[src/hdl/ttu_cfg.svh]
// Register offsets, field positions and reset values of the trigger unit control block
`ifndef TTU_CFG_SVH
`define TTU_CFG_SVH

`define TTU_NUM_UNITS      3
`define TTU_ADDR_W         16
`define TTU_UIDX_ADDR      16'h0500
`define TTU_CSR_ADDR       16'h0504
`define TTU_IRQ_STAT_ADDR  16'h0508
`define TTU_IRQ_MASK_ADDR  16'h050C
`define TTU_CTL1_ADDR      16'h0538

`define TTU_CHAIN_ON_BIT   31
`define TTU_CHAIN_LAST_BIT 30
`define TTU_UP_SEL_HI      27
`define TTU_UP_SEL_LO      26
`define TTU_FIRE_NOW_BIT   25
`define TTU_REPORT_BIT     24
`define TTU_EDGE_BIT       23
`define TTU_CTL1_WMASK     32'hCF80_0000
`define TTU_CTL1_RESET     32'h0000_0000

`define TTU_ACTIVE_BIT     4
`define TTU_ARM_BIT        3
`define TTU_SOFT_CLR_BIT   2
`define TTU_DONE_LSB       0
`define TTU_FAULT_LSB      4

`endif

[src/hdl/ttu_pkg.sv]
// Types shared by the trigger unit control block
package ttu_pkg;
	typedef enum logic [1:0] {
		TTU_IDLE,
		TTU_WAIT,
		TTU_FIRE
	} ttu_state_e;
endpackage

[src/hdl/ttu_ctrl.sv]
// Control of three chainable time-triggered output units with register port and interrupt
`timescale 1ns/1ns
`include "ttu_cfg.svh"

// Overview of operation
// Chain bit set makes unit a cascade member
// Last-marker bit marks final unit of chain
// No last marker: chain cycles without end
// Software soft-clears unit to halt endless loop
// Two-bit field selects upstream done unit
// Fire-now fires at once if target passed
// Report bit enables done/fault flags and interrupt
// Edge bit takes output from falling-edge copy of done, one cycle later
// Index pointer bits 1:0 select unit copy
// Arm bit self-clears on fire; arm head only
// Non-head unit starts on upstream done
module ttu_ctrl (
	input  wire logic                      clk_i,
	input  wire logic                      rstn_i,
	input  wire logic [`TTU_ADDR_W-1:0]    addr_i,
	input  wire logic [31:0]               wdata_i,
	input  wire logic                      wr_i,
	input  wire logic                      rd_i,
	output logic      [31:0]               rdata_o,
	input  wire logic [`TTU_NUM_UNITS-1:0] target_reached_i,
	input  wire logic [`TTU_NUM_UNITS-1:0] target_past_i,
	output logic      [`TTU_NUM_UNITS-1:0] trig_o,
	output logic      [`TTU_NUM_UNITS-1:0] done_o,
	output logic                           irq_o
);
	localparam int NU = `TTU_NUM_UNITS;

	ttu_pkg::ttu_state_e state_r [NU];
	ttu_pkg::ttu_state_e state_nxt [NU];
	logic [31:0]   ctl1_r [NU];
	logic [31:0]   ctl1_nxt [NU];
	logic [NU-1:0] arm_r;
	logic [NU-1:0] arm_nxt;
	logic [NU-1:0] done_r;
	logic [NU-1:0] done_nxt;
	logic [NU-1:0] fire_ev;
	logic [NU-1:0] fault_ev;
	logic [1:0]    uidx_r;
	logic [1:0]    uidx_nxt;
	logic [NU-1:0] dstat_r;
	logic [NU-1:0] dstat_nxt;
	logic [NU-1:0] fstat_r;
	logic [NU-1:0] fstat_nxt;
	logic [NU-1:0] dmask_r;
	logic [NU-1:0] dmask_nxt;
	logic [NU-1:0] fmask_r;
	logic [NU-1:0] fmask_nxt;
	logic [31:0]   rdata_nxt;
	logic          irq_nxt;
	logic [NU-1:0] pos_r;
	logic [NU-1:0] pos_nxt;
	logic [NU-1:0] neg_r;
	logic [NU-1:0] trig_nxt;

	// Done of the selected upstream unit; a last unit passes no done on
	function automatic logic up_done(input logic [1:0] sel, input logic [NU-1:0] dn, input logic [NU-1:0] last);
		logic r;
		r = 1'b0;
		case (sel)
			2'h1: r = dn[0] & ~last[0];
			2'h2: r = dn[1] & ~last[1];
			2'h3: r = dn[2] & ~last[2];
			default: r = 1'b0;
		endcase
		return r;
	endfunction

	function automatic logic sel_ok(input logic [1:0] idx);
		return idx < 2'(NU);
	endfunction

	logic [NU-1:0] last_v;
	always_comb begin
		for (int u = 0; u < NU; u++) begin
			last_v[u] = ctl1_r[u][`TTU_CHAIN_LAST_BIT];
		end
	end

	wire wr_uidx  = wr_i && addr_i == `TTU_UIDX_ADDR;
	wire wr_csr   = wr_i && addr_i == `TTU_CSR_ADDR && sel_ok(uidx_r);
	wire wr_stat  = wr_i && addr_i == `TTU_IRQ_STAT_ADDR;
	wire wr_mask  = wr_i && addr_i == `TTU_IRQ_MASK_ADDR;
	wire wr_ctl1  = wr_i && addr_i == `TTU_CTL1_ADDR && sel_ok(uidx_r);

	// Unit sequencing
	always_comb begin
		uidx_nxt = wr_uidx ? wdata_i[1:0] : uidx_r;
		for (int u = 0; u < NU; u++) begin
			logic cur;
			logic clr;
			logic start;
			cur = wr_csr && uidx_r == 2'(u);
			clr = cur && wdata_i[`TTU_SOFT_CLR_BIT];
			start = ctl1_r[u][`TTU_CHAIN_ON_BIT] &&
				up_done(ctl1_r[u][`TTU_UP_SEL_HI:`TTU_UP_SEL_LO], done_r, last_v);
			state_nxt[u] = state_r[u];
			ctl1_nxt[u]  = ctl1_r[u];
			arm_nxt[u]   = arm_r[u];
			done_nxt[u]  = 1'b0;
			fire_ev[u]   = 1'b0;
			fault_ev[u]  = 1'b0;
			if (wr_ctl1 && uidx_r == 2'(u)) begin
				ctl1_nxt[u] = wdata_i & `TTU_CTL1_WMASK;
			end
			if (cur && wdata_i[`TTU_ARM_BIT]) begin
				arm_nxt[u] = 1'b1;
			end
			case (state_r[u])
				ttu_pkg::TTU_IDLE: begin
					if (start) begin
						state_nxt[u] = ttu_pkg::TTU_FIRE;
					end else if (arm_r[u]) begin
						state_nxt[u] = ttu_pkg::TTU_WAIT;
					end
				end
				ttu_pkg::TTU_WAIT: begin
					if (start || target_reached_i[u]) begin
						state_nxt[u] = ttu_pkg::TTU_FIRE;
					end else if (target_past_i[u]) begin
						if (ctl1_r[u][`TTU_FIRE_NOW_BIT]) begin
							state_nxt[u] = ttu_pkg::TTU_FIRE;
						end else begin
							state_nxt[u] = ttu_pkg::TTU_IDLE;
							arm_nxt[u]   = 1'b0;
							fault_ev[u]  = 1'b1;
						end
					end
				end
				ttu_pkg::TTU_FIRE: begin
					state_nxt[u] = ttu_pkg::TTU_IDLE;
					arm_nxt[u]   = 1'b0;
					done_nxt[u]  = 1'b1;
					fire_ev[u]   = 1'b1;
				end
				default: state_nxt[u] = ttu_pkg::TTU_IDLE;
			endcase
			if (clr) begin
				state_nxt[u] = ttu_pkg::TTU_IDLE;
				arm_nxt[u]   = 1'b0;
				done_nxt[u]  = 1'b0;
				ctl1_nxt[u]  = `TTU_CTL1_RESET;
				fire_ev[u]   = 1'b0;
				fault_ev[u]  = 1'b0;
			end
			pos_nxt[u]  = state_nxt[u] == ttu_pkg::TTU_FIRE;
			trig_nxt[u] = ctl1_r[u][`TTU_EDGE_BIT] ? neg_r[u] : pos_r[u];
		end
	end

	// Interrupt status, mask and read port
	always_comb begin
		logic [NU-1:0] rep;
		rep = '0;
		for (int u = 0; u < NU; u++) begin
			rep[u] = ctl1_r[u][`TTU_REPORT_BIT];
		end
		dstat_nxt = (wr_stat ? dstat_r & ~wdata_i[`TTU_DONE_LSB +: NU] : dstat_r) | (fire_ev & rep);
		fstat_nxt = (wr_stat ? fstat_r & ~wdata_i[`TTU_FAULT_LSB +: NU] : fstat_r) | (fault_ev & rep);
		dmask_nxt = wr_mask ? wdata_i[`TTU_DONE_LSB +: NU] : dmask_r;
		fmask_nxt = wr_mask ? wdata_i[`TTU_FAULT_LSB +: NU] : fmask_r;
		irq_nxt   = |{dstat_nxt & dmask_nxt, fstat_nxt & fmask_nxt};
		rdata_nxt = 32'h0000_0000;
		if (rd_i) begin
			case (addr_i)
				`TTU_UIDX_ADDR: rdata_nxt[1:0] = uidx_r;
				`TTU_CSR_ADDR: if (sel_ok(uidx_r)) begin
					rdata_nxt[`TTU_ACTIVE_BIT] = state_r[uidx_r] != ttu_pkg::TTU_IDLE;
					rdata_nxt[`TTU_ARM_BIT]    = arm_r[uidx_r];
				end
				`TTU_IRQ_STAT_ADDR: begin
					rdata_nxt[`TTU_DONE_LSB +: NU]  = dstat_r;
					rdata_nxt[`TTU_FAULT_LSB +: NU] = fstat_r;
				end
				`TTU_IRQ_MASK_ADDR: begin
					rdata_nxt[`TTU_DONE_LSB +: NU]  = dmask_r;
					rdata_nxt[`TTU_FAULT_LSB +: NU] = fmask_r;
				end
				`TTU_CTL1_ADDR: if (sel_ok(uidx_r)) begin
					rdata_nxt = ctl1_r[uidx_r];
				end
				default: rdata_nxt = 32'h0000_0000;
			endcase
		end
	end

	always_ff @(posedge clk_i) begin
		if (!rstn_i) begin
			for (int u = 0; u < NU; u++) begin
				state_r[u] <= ttu_pkg::TTU_IDLE;
				ctl1_r[u]  <= `TTU_CTL1_RESET;
			end
			arm_r   <= '0;
			done_r  <= '0;
			pos_r   <= '0;
			trig_o  <= '0;
			done_o  <= '0;
			uidx_r  <= 2'h0;
			dstat_r <= '0;
			fstat_r <= '0;
			dmask_r <= '0;
			fmask_r <= '0;
			rdata_o <= 32'h0000_0000;
			irq_o   <= 1'b0;
		end else begin
			state_r <= state_nxt;
			ctl1_r  <= ctl1_nxt;
			arm_r   <= arm_nxt;
			done_r  <= done_nxt;
			pos_r   <= pos_nxt;
			trig_o  <= trig_nxt;
			done_o  <= done_nxt;
			uidx_r  <= uidx_nxt;
			dstat_r <= dstat_nxt;
			fstat_r <= fstat_nxt;
			dmask_r <= dmask_nxt;
			fmask_r <= fmask_nxt;
			rdata_o <= rdata_nxt;
			irq_o   <= irq_nxt;
		end
	end

	// Falling-edge copy of done, half a cycle after the rising launch; it reaches trig_o at the next rising edge, one cycle after done
	always_ff @(negedge clk_i) begin
		if (!rstn_i) begin
			neg_r <= '0;
		end else begin
			neg_r <= done_r;
		end
	end
endmodule // ttu_ctrl

[config.mk]
export PLATFORM = sky130hd
export DESIGN_NAME = ttu_ctrl
export DESIGN_NICKNAME = d
export VERILOG_FILES = /design/src/hdl/ttu_pkg.sv /design/src/hdl/ttu_ctrl.sv
export VERILOG_INCLUDE_DIRS = /design/src /design/src/hdl
export SDC_FILE = /design/constraint.sdc
export NUM_CORES = 1
export LEC_CHECK = 0
export BUFFER_PORTS_ARGS = -buffer_cell sky130_fd_sc_hd__buf_2
export CAP_MARGIN = 30
export CORE_ASPECT_RATIO = 0.75
export CORE_MARGIN = 2
export CORE_UTILIZATION = 40
export DETAILED_ROUTE_END_ITERATION = 10
export PLACE_DENSITY = 0.68
export SLEW_MARGIN = 20
export SYNTH_ARGS = -nofsm -noshare
export SYNTH_HDL_FRONTEND = slang
export SYNTH_SLANG_ARGS = --single-unit
[constraint.sdc]
create_clock -name clk_i -period 2.19 [get_ports clk_i]
set_clock_uncertainty 0.15 [all_clocks]
set_input_delay 0.1095 -clock clk_i [delete_from_list [all_inputs] [get_ports clk_i]]
set_output_delay 0.1095 -clock clk_i [all_outputs]
set_load 0.03 [all_outputs]
Word-level counts from Yosys, hierarchy flattened
Index checks and enable logic that the tools add are counted.
{ "word_totals": {"register_bits": 89, "wordCells": 185, "output_inout_bits": 39, "input_bits": 58} }
{ "op_classes": {"n_eq_ne": 25, "magnitude_cmp": 3, "muxes": 82, "n_bitwise": 18, "reduce_logical": 36} }
{ "ops": {"columns": ["op", "count"], "rows": [
  ["16-bit by 11-bit equality test with 1-bit output (second input constant)", 5],
  ["32-bit binary-select mux with 2-bit select", 1],
  ["32-bit 2-to-1 mux", 2],
  ["2-bit 2-to-1 mux", 21],
  ["1-bit 2-to-1 mux", 37],
  ["2-bit equality test (second input constant)", 13],
  ["1-bit logical AND", 22],
  ["3-bit AND", 6],
  ["2-bit by 1-bit equality test with 1-bit output (second input constant)", 7],
  ["3-bit 2-to-1 mux", 4],
  ["1-bit one-hot mux with 3 select lines", 4],
  ["2-bit one-hot mux with 2 select lines", 3],
  ["2-bit zero test", 4],
  ["1-bit one-hot mux with 2 select lines", 4],
  ["2-bit one-hot mux with 4 select lines", 1],
  ["7-bit 2-to-1 mux", 1],
  ["3-bit NOT", 2],
  ["3-bit OR", 2],
  ["2-bit one-hot mux with 3 select lines", 1],
  ["2-bit OR reduction", 3],
  ["6-bit OR reduction", 1],
  ["2-bit binary-select mux with 2-bit select", 1],
  ["1-bit NOT", 4],
  ["1-bit one-hot mux with 4 select lines", 1],
  ["10 further kinds", 14]
]} }

Logic depth before layout (Yosys ltp)
{ "depth": {"ltp_word": 12, "depth_mapped": 8, "mapped_depth_nobuf": 6} }

==> metrics.md <==
| Metric | Value |
|---|---|
| Cells after Synth | 374 |
| IO Pins | 97 |
| Total of warnings raised by yosys | 0 |
| Type of the worst min-delay path | input pin to flop |
| Power per cell area | 684.5 nW/um2 |
| Final hold violations | 0 |
| CTS Buf Count | 9 |
| Sequential fraction of the synthesis area | 0.4158 |
| Met2 Use GR | 0.2928 |
| Placed inst area | 3911 um2 |
| Critical path required time | 2290 ps |
| Synth Flop Type | dfxtp_1 |
| Nets | 538 |
| Busiest layer in global routing | met2 |
| RSZ-0062 raised after global routing | yes |
| Final Non-Filler Cells | 584 |
| Ys async rst share | 0 |
| Share of layout cells above drive strength 1 | 0.2626 |
| Die width | 110.7 um |
| Avg Vias per Cell | 5.132 |
| Worst Path Max Fanout | 5 |
| Final core occ | 0.5229 |
| Pin count of the biggest net entering global routing | 25 |
| Final instance area | 4383 um2 |
| Crit-path cells | and4bb_1 > o31a_1 > or4b_4 > nor3b_4 > o21ai_1 > a41oi_1 |
| Row Count | 29 |
| Place WS | -28.28 ps |
| Multi-input gate area | 1854 um2 |
| GR Overflow Total | 0 |
| Gpl congestion | 0.8832 |
| Tmin final | 2130 ps |
| Buffers on Ports | 60 |
| Root Buffer | clkbuf_16 |
| Initial core utilization | 0.4078 |
| Max-Cap Viols | 0 |
| Area contributors post-synth | dfxtp_1, mux2i_1, nor2_1 |
| Fin crit share | 0.9725 |
| Synthesized area per cell | 9.140 um2 |
| Synthesized area | 3418 um2 |
| First-pass GRT wire length | 14,340 um |
| Cell with the most instances after synthesis | dfxtp_1 |
| Fmax | 469.5 MHz |
| Drt wl/cell | 15.22 um |
| Met3 Track Usage GR | 0.04720 |
| Crit-path max cell delay | 510 ps |
| Clk_lat worst skew | 380 ps |
| Max reg flops | 21 |
| Commonest cells in the netlist | dfxtp_1, nor2_1, mux2i_1 |
| Hold_ws | 9.646 ps |
| Sequential cell area | 1428 um2 |
| CTS HTree Levels | 3 |
| CP arrival | 2230 ps |
| DRC violations left | 0 |
| Worst Hold Launch | wdata_i[4] |
| Met1 GRT Util | 0.2728 |
| Number of enable flip-flop cells after synthesis | 0 |
| Iter 0 DRT Violations | 214 |
| Max Slew Vio Count | 0 |
| CP Class | flop to flop |
| Overall routing resource usage | 0.1936 |
| Detailed placer's ending HPWL | 6756 um |
| CTS sink cnt | 71 |
| P&R area growth vs syn | 28.22% |
| Share of the synthesized area in the top cell type | 0.4158 |
| Vias in the first global route | 2,835 |
| ANT nets after route | 0 |
| Setup bufs post-CTS | 0 |
| Die area | 9309 um2 |
| Final setup violation count | 0 |
| Crit end category | flop |
| Post-route setup slack | 60.16 ps |
| Dpl cells | 554 |
| Antenna Cells | 0 |
| Post-synthesis cell type with the largest combined area | dfxtp_1 |
| FF+latch count, synth | 71 |
| Worst-path clk slew | 60 ps |
| Core area | 8382 um2 |
| Antenna violations before repair | 0 |
| Detailed Routing Iterations Pass 1 | 5 |
| Vias | 2,997 |
| CTS tree | built |
| Largest Register | ctl1_r |
| Detailed-route wire length | 8887 um |
| Maximum clock path buffer count | 2 |
| Die Span Y | 84.06 um |
| Critical path launch point type | flop |
| Top Registers | ctl1_r: 21 flops, rdata_o: 14 flops, state_r: 6 flops |
| Crit Reg-Reg Startpoint | ctl1_r[94]$_SDFFE_PP0P_ |
| Max IR drop VDD | 0.0003985 V |
| Post-synthesis cell type count | 52 |
| Leak Pwr | 1.938 nW |
| Critical path's slowest cell | or4b_4 |
| Outcome | completed |
| Crit. Startpoint | ctl1_r[94]$_SDFFE_PP0P_ |
| Layout filler cell count | 741 |
[final timing paths]
path	end	slack, ps	depth (start not counted)
worst max register to register	irq_o$_SDFF_PN0_	60	6
worst max-delay path	irq_o$_SDFF_PN0_	60	6
worst min register to register	rdata_o[2]$_SDFF_PN0_	350	2
worst min-delay path	fmask_r[0]$_SDFF_PN0_	10	3
[routing by layer]
layer	routed length [um]	part of all wire	up-vias
li1	-	-	1489
met1	4395	0.49	1376
met2	3795	0.43	125
met3	602	0.068	7
met4	93	0.010	0
met5	0	0	-
[worst max-delay path, delay by kind of cell (launching register included)]
kind,cells,cell delay (ps)
flops,1,360
simple gates,3,950
compound gates,3,590
[where the power goes]
| group | switching [W] | internal, W |
|---|---|---|
| Combinational | 0.000108 | 0.0000607 |
| Clock | 0.000574 | 0.000965 |
| Sequential | 0.00000000309 | 0.00129 |
| Total | 0.000682 | 0.00232 |
[kinds of logic (layout without fill, tap and decap cells)]
| group | after synthesis | after routing | synth area share |
|---|---|---|---|
| AO/OA/AOI/OAI | 63 | 63 | 0.1190 |
| adder cells (fa/ha/maj) | 9 | 9 | 0.03294 |
| buffers and inverters | 39 | 124 | 0.06552 |
| flip-flops | 71 | 71 | 0.4158 |
| multiplexers | 39 | 39 | 0.1186 |
| other | 1 | 18 | 0.001097 |
| AND/OR/NAND/NOR | 152 | 152 | 0.2471 |
[metrics by stage]
step	total power, W	setup TNS [ps]
3_3_place_gp	0.001480	0
4_1_cts	0.003018	0
5_1_grt	0.003092	-1.971
2_1_floorplan	0.001433	0
6_report	0.003000	0
3_5_place_dp	0.001480	-28.28
[cells in the final DEF (no fill, tap or decap), types with 15 or more instances in the layout]
master | synthesis | layout
dfxtp_1 | 71 | 66
buf_2 | 2 | 60
nor2_1 | 49 | 49
mux2i_1 | 30 | 30
a21oi_1 | 27 | 27
nand2_1 | 26 | 24
buf_4 | 18 | 24
nand3_1 | 18 | 18
conb_1 | 1 | 18
and2_1 | 15 | 15
[what timing repair did]
action                                 4_1_cts  5_1_grt
pin swaps                                    0        2
resized for setup                            2        7
hold buffers                                12        0
setup endpoints to repair                    1        3
endpoints found under the hold margin       29        0
[area by class of cell]
cell class | instances | share of cell area
clock inverters | 9 | 0.01856
clock buffers | 10 | 0.05709
inverters | 9 | 0.007708
repair buffers | 96 | 0.1370
flip-flops and latches | 71 | 0.3257
multi-input cells | 281 | 0.4231
well taps | 108 | 0.03083
Note: power is estimated with default switching activity, not from simulation.
